--- config.mk ---
export PLATFORM = sky130hd
export DESIGN_NAME = alarm_source_and_clamp_control
export DESIGN_NICKNAME = d
export VERILOG_FILES = /design/src/alarm_cfg_pkg.sv /design/src/alarm_source_and_clamp_control.sv /design/src/clamp_channel.sv
export SDC_FILE = /design/constraint.sdc
export NUM_CORES = 1
export LEC_CHECK = 0
export ABC_AREA = 1
export BUFFER_PORTS_ARGS = -buffer_cell sky130_fd_sc_hd__buf_2
export CAP_MARGIN = 10
export CORE_ASPECT_RATIO = 0.6
export CORE_UTILIZATION = 51
export DETAILED_ROUTE_END_ITERATION = 7
export PLACE_DENSITY = 0.78
export SLEW_MARGIN = 10
export SYNTH_ARGS = -nofsm -noshare
export SYNTH_HDL_FRONTEND = slang
export SYNTH_HIERARCHICAL = 1
export SYNTH_SLANG_ARGS = --single-unit
--- constraint.sdc ---
create_clock -name clk -period 1.2 [get_ports clk]
set_input_delay 0.12 -clock clk [delete_from_list [all_inputs] [get_ports clk]]
set_output_delay 0.12 -clock clk [all_outputs]
set_load 0.02 [all_outputs]
--- src/alarm_cfg_pkg.sv ---
// Shared constants for the alarm source and clamp control block
package alarm_cfg_pkg;
    // Command bytes
    localparam logic [7:0] cmd_hw_cfg_write = 8'h3c;
    localparam logic [7:0] cmd_hw_cfg_read = 8'hbc;
    localparam logic [7:0] cmd_src_cfg_write = 8'h3e;
    localparam logic [7:0] cmd_src_cfg_read = 8'hbe;
    localparam logic [7:0] cmd_clear_clamp = 8'h5a;
    // Register widths and reset values
    localparam int word_w = 16;
    localparam int cfg_w = 12;
    localparam logic [11:0] src_cfg_reset = 12'h000;
    localparam logic [11:0] hw_cfg_reset = 12'h000;
    // Source register fields, per-channel base: ch1 at 0, ch2 at 6
    localparam int ch2_base = 6;
    localparam int sense_win_pos = 0;
    localparam int sense_en_pos = 1;
    localparam int temp_win_pos = 2;
    localparam int temp_en_pos = 3;
    localparam int gate_win_pos = 4;
    localparam int gate_en_pos = 5;
    // Hardware register fields
    localparam int gate_hyst_lo_pos = 8;
    localparam int sense_temp_hyst_lo_pos = 6;
    localparam int ch2_clamp_lo_pos = 4;
    localparam int ch1_clamp_lo_pos = 2;
    // Clamp modes
    localparam logic [1:0] clamp_hold = 2'h0;
    localparam logic [1:0] clamp_flag_only = 2'h1;
    localparam logic [1:0] clamp_auto = 2'h2;
    localparam logic [1:0] clamp_semi = 2'h3;
    // Hysteresis sizes in LSBs
    localparam logic [6:0] hyst_8 = 7'h08;
    localparam logic [6:0] hyst_16 = 7'h10;
    localparam logic [6:0] hyst_32 = 7'h20;
    localparam logic [6:0] hyst_64 = 7'h40;
endpackage

--- src/alarm_source_and_clamp_control.sv ---
// Alarm source configuration register, hysteresis decode and clamp control
// How it works
// - Gate hysteresis code 00..11 gives 8, 16, 32, 64 LSBs.
// - Sense/temperature hysteresis code uses the same 8..64 LSB encoding.
// - Mode 00 holds gate clamped until mode rewritten; a clear command drops the clamp for one cycle only.
// - Mode 01 sets the alarm flag, never clamps.
// - Mode 10 clamps on alarm, releases on clean temp/sense conversion.
// - Mode 10 gate-voltage alarm latches the clamp through clean conversions until a clear command or mode write.
// - Mode 11 clamps and rewrites the mode field to 00.
// - Upper four written data bits are ignored.
// - D11 enables channel 2 gate-voltage alarms.
// - D10 picks windowing or hysteresis for channel 2 gate voltage.
// - D9 enables channel 2 temperature alarms.
// - D8 picks windowing or hysteresis for channel 2 temperature.
// - D7 enables channel 2 sense-voltage alarms.
// - D6 picks windowing or hysteresis for channel 2 sense voltage.
// - D5, D3, D1 enable channel 1 gate, temperature, sense alarms.
// - D4, D2, D0 pick comparison style for channel 1.
// - Gate hysteresis selector sits at hardware word D9..D8.
// - Sense/temperature hysteresis selector sits at hardware word D7..D6.
// - Clamp modes at hardware word D5..D4 (ch2), D3..D2 (ch1).
`timescale 1ns/100ps
module alarm_source_and_clamp_control (
    // Clock and reset
    input wire logic clk,
    input wire logic rst,
    // Command port
    input wire logic cmd_valid,
    input wire logic [7:0] cmd_byte,
    input wire logic [15:0] cmd_data,
    // Conversion results, one at a time
    input wire logic conv_valid,
    input wire logic conv_ch2,
    input wire logic conv_is_gate,
    input wire logic conv_is_temp,
    input wire logic conv_alarm,
    // Read answer
    output logic rd_valid,
    output logic [15:0] rd_data,
    // Comparator configuration
    output logic [6:0] gate_hyst_lsbs,
    output logic [6:0] sense_temp_hyst_lsbs,
    output logic [5:0] ch1_window_sel,
    output logic [5:0] ch2_window_sel,
    // Clamp and flags
    output logic ch1_gate_clamp,
    output logic ch2_gate_clamp,
    output logic [1:0] alarm_flags
);
    logic [11:0] alarm_source_config;
    logic [11:0] alarm_hw_config;
    logic src_wr;
    logic src_rd;
    logic hw_wr;
    logic hw_rd;
    logic clear_cmd;
    logic [1:0] ch1_clamp_mode;
    logic [1:0] ch2_clamp_mode;
    logic [1:0] gate_hyst_sel;
    logic [1:0] sense_temp_hyst_sel;
    logic [5:0] ch1_src;
    logic [5:0] ch2_src;
    logic ch1_force_hold;
    logic ch2_force_hold;
    logic ch1_clamp_int;
    logic ch2_clamp_int;
    logic [1:0] flags_int;

    assign src_wr = cmd_valid && cmd_byte == alarm_cfg_pkg::cmd_src_cfg_write;
    assign src_rd = cmd_valid && cmd_byte == alarm_cfg_pkg::cmd_src_cfg_read;
    assign hw_wr = cmd_valid && cmd_byte == alarm_cfg_pkg::cmd_hw_cfg_write;
    assign hw_rd = cmd_valid && cmd_byte == alarm_cfg_pkg::cmd_hw_cfg_read;
    assign clear_cmd = cmd_valid && cmd_byte == alarm_cfg_pkg::cmd_clear_clamp;

    // Source register keeps only the low twelve bits
    always_ff @(posedge clk) begin
        if (rst) begin
            alarm_source_config <= alarm_cfg_pkg::src_cfg_reset;
        end else if (src_wr) begin
            alarm_source_config <= cmd_data[11:0];
        end
    end

    // Hardware word; a semi-automatic alarm overrides a same-cycle write
    always_ff @(posedge clk) begin
        if (rst) begin
            alarm_hw_config <= alarm_cfg_pkg::hw_cfg_reset;
        end else begin
            if (hw_wr) begin
                alarm_hw_config <= cmd_data[11:0];
            end
            if (ch1_force_hold) begin
                alarm_hw_config[alarm_cfg_pkg::ch1_clamp_lo_pos +: 2] <=
                    alarm_cfg_pkg::clamp_hold;
            end
            if (ch2_force_hold) begin
                alarm_hw_config[alarm_cfg_pkg::ch2_clamp_lo_pos +: 2] <=
                    alarm_cfg_pkg::clamp_hold;
            end
        end
    end

    assign gate_hyst_sel = alarm_hw_config[alarm_cfg_pkg::gate_hyst_lo_pos +: 2];
    assign sense_temp_hyst_sel =
        alarm_hw_config[alarm_cfg_pkg::sense_temp_hyst_lo_pos +: 2];
    assign ch1_clamp_mode = alarm_hw_config[alarm_cfg_pkg::ch1_clamp_lo_pos +: 2];
    assign ch2_clamp_mode = alarm_hw_config[alarm_cfg_pkg::ch2_clamp_lo_pos +: 2];
    assign ch1_src = alarm_source_config[5:0];
    assign ch2_src =
        alarm_source_config[alarm_cfg_pkg::ch2_base +: 6];

    function automatic logic [6:0] hyst_decode(input logic [1:0] sel);
        unique case (sel)
            2'h0: hyst_decode = alarm_cfg_pkg::hyst_8;
            2'h1: hyst_decode = alarm_cfg_pkg::hyst_16;
            2'h2: hyst_decode = alarm_cfg_pkg::hyst_32;
            2'h3: hyst_decode = alarm_cfg_pkg::hyst_64;
        endcase
    endfunction

    // Registered decode keeps outputs glitch free
    always_ff @(posedge clk) begin
        if (rst) begin
            gate_hyst_lsbs <= alarm_cfg_pkg::hyst_8;
            sense_temp_hyst_lsbs <= alarm_cfg_pkg::hyst_8;
        end else begin
            gate_hyst_lsbs <= hyst_decode(gate_hyst_sel);
            sense_temp_hyst_lsbs <= hyst_decode(sense_temp_hyst_sel);
        end
    end

    // Copy of each channel's six source bits: window picks and enables interleaved
    always_ff @(posedge clk) begin
        if (rst) begin
            ch1_window_sel <= 6'h00;
            ch2_window_sel <= 6'h00;
        end else begin
            ch1_window_sel <= ch1_src;
            ch2_window_sel <= ch2_src;
        end
    end

    always_ff @(posedge clk) begin
        if (rst) begin
            rd_valid <= 1'b0;
            rd_data <= 16'h0000;
        end else begin
            rd_valid <= src_rd || hw_rd;
            if (src_rd) begin
                rd_data <= {4'h0, alarm_source_config};
            end else if (hw_rd) begin
                rd_data <= {4'h0, alarm_hw_config};
            end
        end
    end

    clamp_channel u_ch1 (
        .clk(clk),
        .rst(rst),
        .clamp_mode(ch1_clamp_mode),
        .gate_en(ch1_src[alarm_cfg_pkg::gate_en_pos]),
        .temp_en(ch1_src[alarm_cfg_pkg::temp_en_pos]),
        .sense_en(ch1_src[alarm_cfg_pkg::sense_en_pos]),
        .conv_valid(conv_valid && !conv_ch2),
        .conv_is_gate(conv_is_gate),
        .conv_is_temp(conv_is_temp),
        .conv_alarm(conv_alarm),
        .clear_cmd(clear_cmd),
        .mode_written(hw_wr),
        .gate_clamp(ch1_clamp_int),
        .alarm_flag(flags_int[0]),
        .force_hold(ch1_force_hold)
    );

    clamp_channel u_ch2 (
        .clk(clk),
        .rst(rst),
        .clamp_mode(ch2_clamp_mode),
        .gate_en(ch2_src[alarm_cfg_pkg::gate_en_pos]),
        .temp_en(ch2_src[alarm_cfg_pkg::temp_en_pos]),
        .sense_en(ch2_src[alarm_cfg_pkg::sense_en_pos]),
        .conv_valid(conv_valid && conv_ch2),
        .conv_is_gate(conv_is_gate),
        .conv_is_temp(conv_is_temp),
        .conv_alarm(conv_alarm),
        .clear_cmd(clear_cmd),
        .mode_written(hw_wr),
        .gate_clamp(ch2_clamp_int),
        .alarm_flag(flags_int[1]),
        .force_hold(ch2_force_hold)
    );

    assign ch1_gate_clamp = ch1_clamp_int;
    assign ch2_gate_clamp = ch2_clamp_int;
    assign alarm_flags = flags_int;
endmodule

--- src/clamp_channel.sv ---
// One channel of alarm flag and gate clamp control
`timescale 1ns/100ps
module clamp_channel (
    // Clock and reset
    input wire logic clk,
    input wire logic rst,
    // Configuration
    input wire logic [1:0] clamp_mode,
    input wire logic gate_en,
    input wire logic temp_en,
    input wire logic sense_en,
    // Conversion results
    input wire logic conv_valid,
    input wire logic conv_is_gate,
    input wire logic conv_is_temp,
    input wire logic conv_alarm,
    input wire logic clear_cmd,
    input wire logic mode_written,
    // Results
    output logic gate_clamp,
    output logic alarm_flag,
    output logic force_hold
);
    logic enabled;
    logic latched;
    logic evaluate;

    assign enabled = conv_is_gate ? gate_en : (conv_is_temp ? temp_en : sense_en);
    assign evaluate = conv_valid && enabled;

    // Flag set wins over a clear in the same cycle
    always_ff @(posedge clk) begin
        if (rst) begin
            alarm_flag <= 1'b0;
        end else if (evaluate && conv_alarm) begin
            alarm_flag <= 1'b1;
        end else if (clear_cmd) begin
            alarm_flag <= 1'b0;
        end
    end

    // Latched clamp in mode 10 after a gate alarm; a same-cycle set beats the clear
    always_ff @(posedge clk) begin
        if (rst) begin
            latched <= 1'b0;
        end else if (evaluate && conv_alarm && conv_is_gate
                && clamp_mode == alarm_cfg_pkg::clamp_auto) begin
            latched <= 1'b1;
        end else if (mode_written || clear_cmd) begin
            latched <= 1'b0;
        end
    end

    always_ff @(posedge clk) begin
        if (rst) begin
            gate_clamp <= 1'b0;
        end else begin
            unique case (clamp_mode)
                alarm_cfg_pkg::clamp_hold: begin
                    gate_clamp <= !clear_cmd;
                end
                alarm_cfg_pkg::clamp_flag_only: begin
                    gate_clamp <= 1'b0;
                end
                alarm_cfg_pkg::clamp_auto: begin
                    if (evaluate && !conv_is_gate) begin
                        gate_clamp <= conv_alarm || latched;
                    end else if (evaluate && conv_alarm) begin
                        gate_clamp <= 1'b1;
                    end
                end
                alarm_cfg_pkg::clamp_semi: begin
                    if (evaluate && conv_alarm) begin
                        gate_clamp <= 1'b1;
                    end
                end
            endcase
        end
    end

    // Semi-automatic alarm asks for the mode field to drop to 00
    assign force_hold = evaluate && conv_alarm
        && clamp_mode == alarm_cfg_pkg::clamp_semi;
endmodule

==> metrics.cfg, run 1 <==
[synthesis]
synth_edf_count=0
synth_common_cells=nand2_1 (81), nor2_1 (70), dfxtp_1 (63)
ys_ff_latch=63
synth_largest_area_cell=dfxtp_1
async_flop_share=0
synth_cells=386
ys_top_cells_by_area=dfxtp_1 (46%), nand2_1 (11%), nor2_1 (9.7%)
ys_warn_count=6
synth_cell_types=26
yosysMostFrequentCell=nand2_1
netlist.area_leader.share=0.465
yosysSeqAreaShare=0.465
ys.flop_type=dfxtp_1
synth.cell_area_um2=2710
syn_avg_cell_area_um2=7.03

[worst_setup_path]
start_kind=flop
worst-path-stages=7
crit_path_cell_trace=inv_1, a21oi_4, nand3_4, nor2_1, nor2_1, o21ai_0, nor2_1
worst-path-buf-inv=1
critPathKind=reg -> reg
slowest_stage=dfxtp_2
rr_worst_depth=7
regToRegStartpoint=alarm_source_config[5]
max_stage_delay_ps=340
endpoint=alarm_hw_config[3]
r2r-end=alarm_hw_config[3]
cp_data_arrival_time_ps=1340
path_delay_family=flip-flops
cp_max_fo=5
startpoint=alarm_source_config[5]
reg2reg_setup_slack_ps=90
required_ps=1440
cp_common_cell=nor2_1
end_kind=flop

[cells_and_area]
areaGrowthSynthToFinish_pct=23.7
n_antenna_cell=0
drive_above_1_share=0.245
fin_nets=493
finish.utilization=0.661
design_area_um2=3360

[sta]
slew_violations=0
fin_crit_sh=0.922
clock.fmax_mhz=903
fin_worst_skew_ps=4.72
timing.final.crit_period_ps=1110
setup_viol=0
whs_ps=32.6
finalHoldViolCount=0

[global_routing]
antenna_found_initial=0
grt_max_degree=35
globalRouteOverflowTotal=0
grtUsageTotal=0.246
grt_pass1_vias=2251
grt_pass1_wl_mm=10.1

[status]
status=finished clean

[floorplanning]
io_pins=79
start_util=0.534
rows=20
die_h_um=58.5
coreArea_um2=5080
die_area_um2=5630
dieWidth_um=96.2

[clock_tree]
worstSkewPairLatency_ps=340
clkTransAtPathRegs_ps=70
clk_path_buf_depth=2
holdBufCountCts=0
htreeDepth=3
root_buffer=clkbuf_8
numCtsBuffers=9
cts_resized=0
cts_setup_buffers=0
clock_sinks=63
cts_tree=done

[flow_run]
max_cap_viol_count=0

[place]
io_buffers=64
hpwlAfterDp_mm=4.65
placed_area_um2=3140
gp_congestion=0.801

[power]
ir_worst_vdd_mv=0.949
comb_power_share=0.064
power.switching_uw=965
power.internal_uw=3090
p_seq_frac=0.520
leakagePower_uw=0.00165
pwr-share-clk=0.416
switching_share=0.238
power_density_nw_per_um2=1210
fin_total_pwr_uw=4050

[routing]
vias=2508
first_pass_iters=4
viasPerCell=4.72
wl_mm=6.29
first_iter_violations=174
ant_nets=0
drc=0
wire_per_inst_um=11.8

[worst_hold_path]
worstHoldPathType=in -> reg

-- cell usage in the layout (no fill, tap or decap) --
cell type and instances:
nand2_1 81, nor2_1 70, buf_2 64, dfxtp_1 61
inv_1 60, a21oi_1 18, o21ai_0 18, clkbuf_8 12
buf_4 11, nor3_1 10, conb_1 10, nand3_1 7
o21ai_1 7, nand3b_1 4, nor2_2 3, nand2_2 3
inv_2 3, nand4_1 3, buf_12 3, nor2_4 2
dfxtp_2 2, clkinv_2 2, a21oi_4 2, nand3_4 2
a21oi_2 2, clkinv_1 2, nand4_2 1, nand3_2 1
clkinvlp_4 1
-- final cells by class --
class / count / area, um^2
clock buffer: 12 / 165
clock inverter: 3 / 17.5
fill: 471 / 1720
inverter: 65 / 244
multi-input combinational: 244 / 1120
sequential: 63 / 1260
tap: 66 / 82.6
timing repair buffer: 78 / 463
-- worst register-to-register path: stages, from the launching register on --
cell,delay (ps)
dfxtp_2,340
inv_1,70
a21oi_4,200
nand3_4,120
nor2_1,100
nor2_1,60
o21ai_0,70
nor2_1,60
-- power groups by stage --
| stage | clock network [uW] | registers, uW | logic, uW |
|---|---|---|---|
| after detailed placement | 0 | 2150 | 250 |
| after floorplan | 0 | 2160 | 154 |
| final | 1690 | 2100 | 260 |
| after global placement | 0 | 2150 | 243 |
| after global routing | 1820 | 2100 | 285 |
| after CTS | 1720 | 2100 | 251 |
-- sequential cells by signal (all words and copies together) (netlist names), 4 cells and up --
name	flops
ch1_window_sel	6
ch2_window_sel	6
alarm_source_config	12
rd_data	12
sense_temp_hyst_lsbs	4
alarm_hw_config	12
gate_hyst_lsbs	4
-- how the worst min path moves through the flow --
| stage | start | to | slack, ps | cells past startpoint |
|---|---|---|---|---|
| global route | cmd_data[2] | alarm_hw_config[2] | 20 | 3 |
| CTS | cmd_data[11] | alarm_hw_config[11] | 10 | 3 |
| detailed placement | cmd_data[11] | alarm_hw_config[11] | 380 | 3 |
| global placement | cmd_data[5] | alarm_hw_config[5] | 370 | 3 |
| finish | cmd_data[11] | alarm_hw_config[11] | 30 | 3 |
| floorplan | rst | u_ch1/latched | 180 | 1 |
-- kinds of logic (layout without fill, tap and decap cells) --
| logic type | Yosys count | in the layout | synth area share |
|---|---|---|---|
| simple gates | 187 | 187 | 0.296 |
| buf+inv | 88 | 158 | 0.146 |
| flops | 63 | 63 | 0.465 |
| compound gates | 47 | 47 | 0.0922 |
| other cells | 1 | 10 | 0.00138 |
-- routing by layer --
| metal | vias up | GRT usage | wire [um] |
|---|---|---|---|
| met5 | - | 0 | 0 |
| met4 | 0 | 0.0896 | 25 |
| met3 | 4 | 0.0879 | 503 |
| met2 | 90 | 0.369 | 2710 |
| met1 | 1113 | 0.327 | 3050 |
| li1 | 1301 | - | - |
-- stage by stage --
| step | worst slack [ps] | cells | TNS, ps |
|---|---|---|---|
| after global routing | -3.24 | 531 | -3.24 |
| final | 93.0 | 531 | 0 |
| after detailed placement | -136 | 516 | -557 |
| after global placement | -60.1 | 516 | -148 |
| after floorplan | 148 | 395 | 0 |
| after CTS | 19.9 | 531 | 0 |
No activity file was read; power rests on OpenSTA's default activity.
==> inputs of run 2 (changes only) <==
--- a/config.mk
+++ b/config.mk
@@ -5,11 +5,11 @@
 export SDC_FILE = /design/constraint.sdc
 export NUM_CORES = 1
 export LEC_CHECK = 0
-export ABC_AREA = 1
+export ABC_AREA = 0
 export BUFFER_PORTS_ARGS = -buffer_cell sky130_fd_sc_hd__buf_2
 export CAP_MARGIN = 10
 export CORE_ASPECT_RATIO = 0.6
-export CORE_UTILIZATION = 51
+export CORE_UTILIZATION = 52
 export DETAILED_ROUTE_END_ITERATION = 7
 export PLACE_DENSITY = 0.78
 export SLEW_MARGIN = 10
==> run 2 against run 1 <==
Compared with the run above: the run now ends with negative setup slack left; area after synthesis is 7.3% higher; clock power grew 21%; highest routed layer unchanged; sequential share of layout area is 3.5 points lower; register-to-register slack got worse by 96 ps; total power up 11%.
==> metrics.cfg, run 2 <==
[status]
status=complete, but fails checks
violations=negative setup slack

[routing]
ant_nets=0  ; unchanged
viasPerCell=5.27  ; +12%
first_iter_violations=137  ; -21%
wire_per_inst_um=14.7  ; +25%
vias=2397  ; -4.4%
drc=0  ; unchanged
wl_mm=6.71  ; +6.7%
first_pass_iters=4  ; unchanged

[global_routing]
antenna_found_initial=0  ; unchanged
grt_pass1_wl_mm=10.7  ; +5.8%
globalRouteOverflowTotal=0  ; unchanged
grtUsageTotal=0.245  ; about the same
grt_max_degree=31  ; -11%
grt_pass1_vias=2212  ; -1.7%

[sta]
timing.final.crit_period_ps=1200  ; +96.5 ps
rsz0062_at_grt=yes
layout_setup_ws_ps=-3.49  ; -96.5 ps
fin_worst_skew_ps=6.53  ; +1.81 ps
fin_crit_sh=1.00  ; +0.0804
setup_viol=1  ; +1
slew_violations=0  ; unchanged
finalHoldViolCount=0  ; unchanged
clock.fmax_mhz=831  ; -8.0%

[floorplanning]
io_pins=79  ; unchanged
die_h_um=60.0  ; +2.5%
rows=20  ; unchanged
start_util=0.557  ; +0.0225
dieWidth_um=98.6  ; +2.5%
coreArea_um2=5230  ; +3.0%
die_area_um2=5910  ; +5.1%

[place]
gp_congestion=0.795  ; -0.69%
io_buffers=64  ; unchanged
placed_area_um2=3420  ; +9.0%
hpwlAfterDp_mm=4.76  ; +2.3%
dp_slack_ps=-188  ; -51.9 ps

[synthesis]
ys_ff_latch=63  ; unchanged
synth_largest_area_cell=dfxtp_1
synth_common_cells=dfxtp_1 (63), nand2b_1 (31), nor2_1 (25)
netlist.area_leader.share=0.433  ; -0.0316
ys_warn_count=6  ; unchanged
ys_top_cells_by_area=dfxtp_1 (43%), mux2i_1 (7.6%), nand2b_1 (6.7%)
yosysMostFrequentCell=dfxtp_1
yosysSeqAreaShare=0.433  ; -0.0316
synth_edf_count=0  ; unchanged
synth_cells=303  ; -22%
async_flop_share=0  ; unchanged
synth.cell_area_um2=2910  ; +7.3%
synth_cell_types=39  ; +50%
syn_avg_cell_area_um2=9.61  ; +37%
ys.flop_type=dfxtp_1

[clock_tree]
htreeDepth=3  ; unchanged
root_buffer=clkbuf_8
clkTransAtPathRegs_ps=70  ; about the same
numCtsBuffers=9  ; unchanged
worstSkewPairLatency_ps=350  ; about the same
clock_sinks=63  ; unchanged
cts_tree=done
clk_path_buf_depth=2  ; unchanged

[cells_and_area]
design_area_um2=3710  ; +10%
final_common_cell=buf_2
n_antenna_cell=0  ; unchanged
fin_nets=416  ; -16%
mostFrequentLayoutCells=buf_2 (64), dfxtp_1 (59), nand2b_1 (31), inv_1 (24), nor2_1 (21)
areaGrowthSynthToFinish_pct=27.3
drive_above_1_share=0.352  ; +0.107
reg_top3=alarm_hw_config x12, alarm_source_config x12, rd_data x12

[worst_setup_path]
required_ps=1430  ; about the same
critPathKind=reg -> reg
cp_data_arrival_time_ps=1440  ; +100 ps
end_kind=flop
slowest_stage=or4_1
start_kind=flop
crit_path_cell_trace=mux2i_4, or4_1, a31oi_1, a21oi_1
path_delay_family=simple AND/OR/NAND/NOR gates
cp_max_fo=3  ; -2
worst-path-buf-inv=0  ; -1
max_stage_delay_ps=400  ; +60 ps

[power]
power_density_nw_per_um2=1210  ; +0.65%
leakagePower_uw=0.00172  ; +4.2%
ir_worst_vdd_mv=0.700  ; -26%

[worst_hold_path]
worstHoldPathType=in -> reg

[flow_run]
max_cap_viol_count=0  ; unchanged

## run 2: cell types whose count changed after synthesis, sizes merged, moves of 5 or more
cell	delta
a21oi	-14
nand2	-67
a41o	+12
nor2	-50
a211oi	+12
a31oi	+16
o21ai	-23
nand2b	+31
nor2b	+11
nor3	-5
mux2i	+22
inv	-38
nand3	-8
## run 2: routing by layer
metal  routed length (um)  up-vias  global-route usage
met5                    0        -                   0
met4                   46        0              0.0768
met3                  487        5              0.0901
met2                 2880       93               0.370
met1                 3300     1108               0.330
li1                     -     1191                   -
## run 2: area by class of cell
| class | instances | area (um^2) |
|---|---|---|
| Clock buffer | 11 | 141 |
| Clock inverter | 5 | 81.3 |
| Fill cell | 398 | 1520 |
| Inverter | 25 | 93.8 |
| Multi-Input combinational cell | 198 | 1470 |
| Sequential cell | 63 | 1270 |
| Tap cell | 66 | 82.6 |
| Timing Repair Buffer | 87 | 568 |
## run 2: worst paths after layout
kind | from | endpoint | slack [ps] | depth (start not counted)
worst min-delay path | cmd_data[4] | alarm_hw_config[4] | 40 | 3
worst min register to register | u_ch2/latched | u_ch2/latched | 460 | 2
worst max register to register | alarm_source_config[9] | u_ch2/gate_clamp | -3 | 4
worst max-delay path | alarm_source_config[9] | u_ch2/gate_clamp | -3 | 4
## run 2: cells by family (layout without fill, tap and decap cells)
family	Yosys count	in the layout	share of synthesized area
AND/OR/NAND/NOR	106	106	0.218
flip-flops	63	63	0.433
AO/OA/AOI/OAI	56	56	0.160
buffers and inverters	51	128	0.0937
multiplexers	26	26	0.0937
other	1	10	0.00129
## run 2: what timing repair did
item | 4_1_cts | 5_1_grt
resized for setup | 9 | 5
hold buffers | 0 | 0
endpoints found under the setup margin | 6 | 6
pin swaps | 7 | 8
buffers inserted | 0 | 1
## run 2: where the power goes
part | total [uW] | leakage, uW | internal, uW | switching [uW]
Combinational | 348 | 0.00110 | 145 | 204
Sequential | 2100 | 0.000510 | 2100 | 6.38
Clock | 2050 | 0.000110 | 1230 | 825
Total | 4500 | 0.00172 | 3470 | 1030
## run 2: through the flow
step	hold slack, ps	util	setup TNS [ps]	cells	total power [uW]
global placement	387	0.655	-1820	438	2480
detailed placement	400	0.655	-2340	438	2490
finish	43.2	0.709	-3.49	455	4500
global route	23.3	0.709	-179	455	4660
floorplan	189	-	-13.4	312	2380
CTS	23.2	0.702	-24.7	454	4540
## run 2: worst register-to-register path: cells and delay by family (launching register included)
| kind | cells | cell delay (ps) |
|---|---|---|
| AOI/OAI and AO/OA | 2 | 260 |
| and+or+nand+nor | 1 | 400 |
| DFF | 1 | 350 |
| muxes | 1 | 80 |
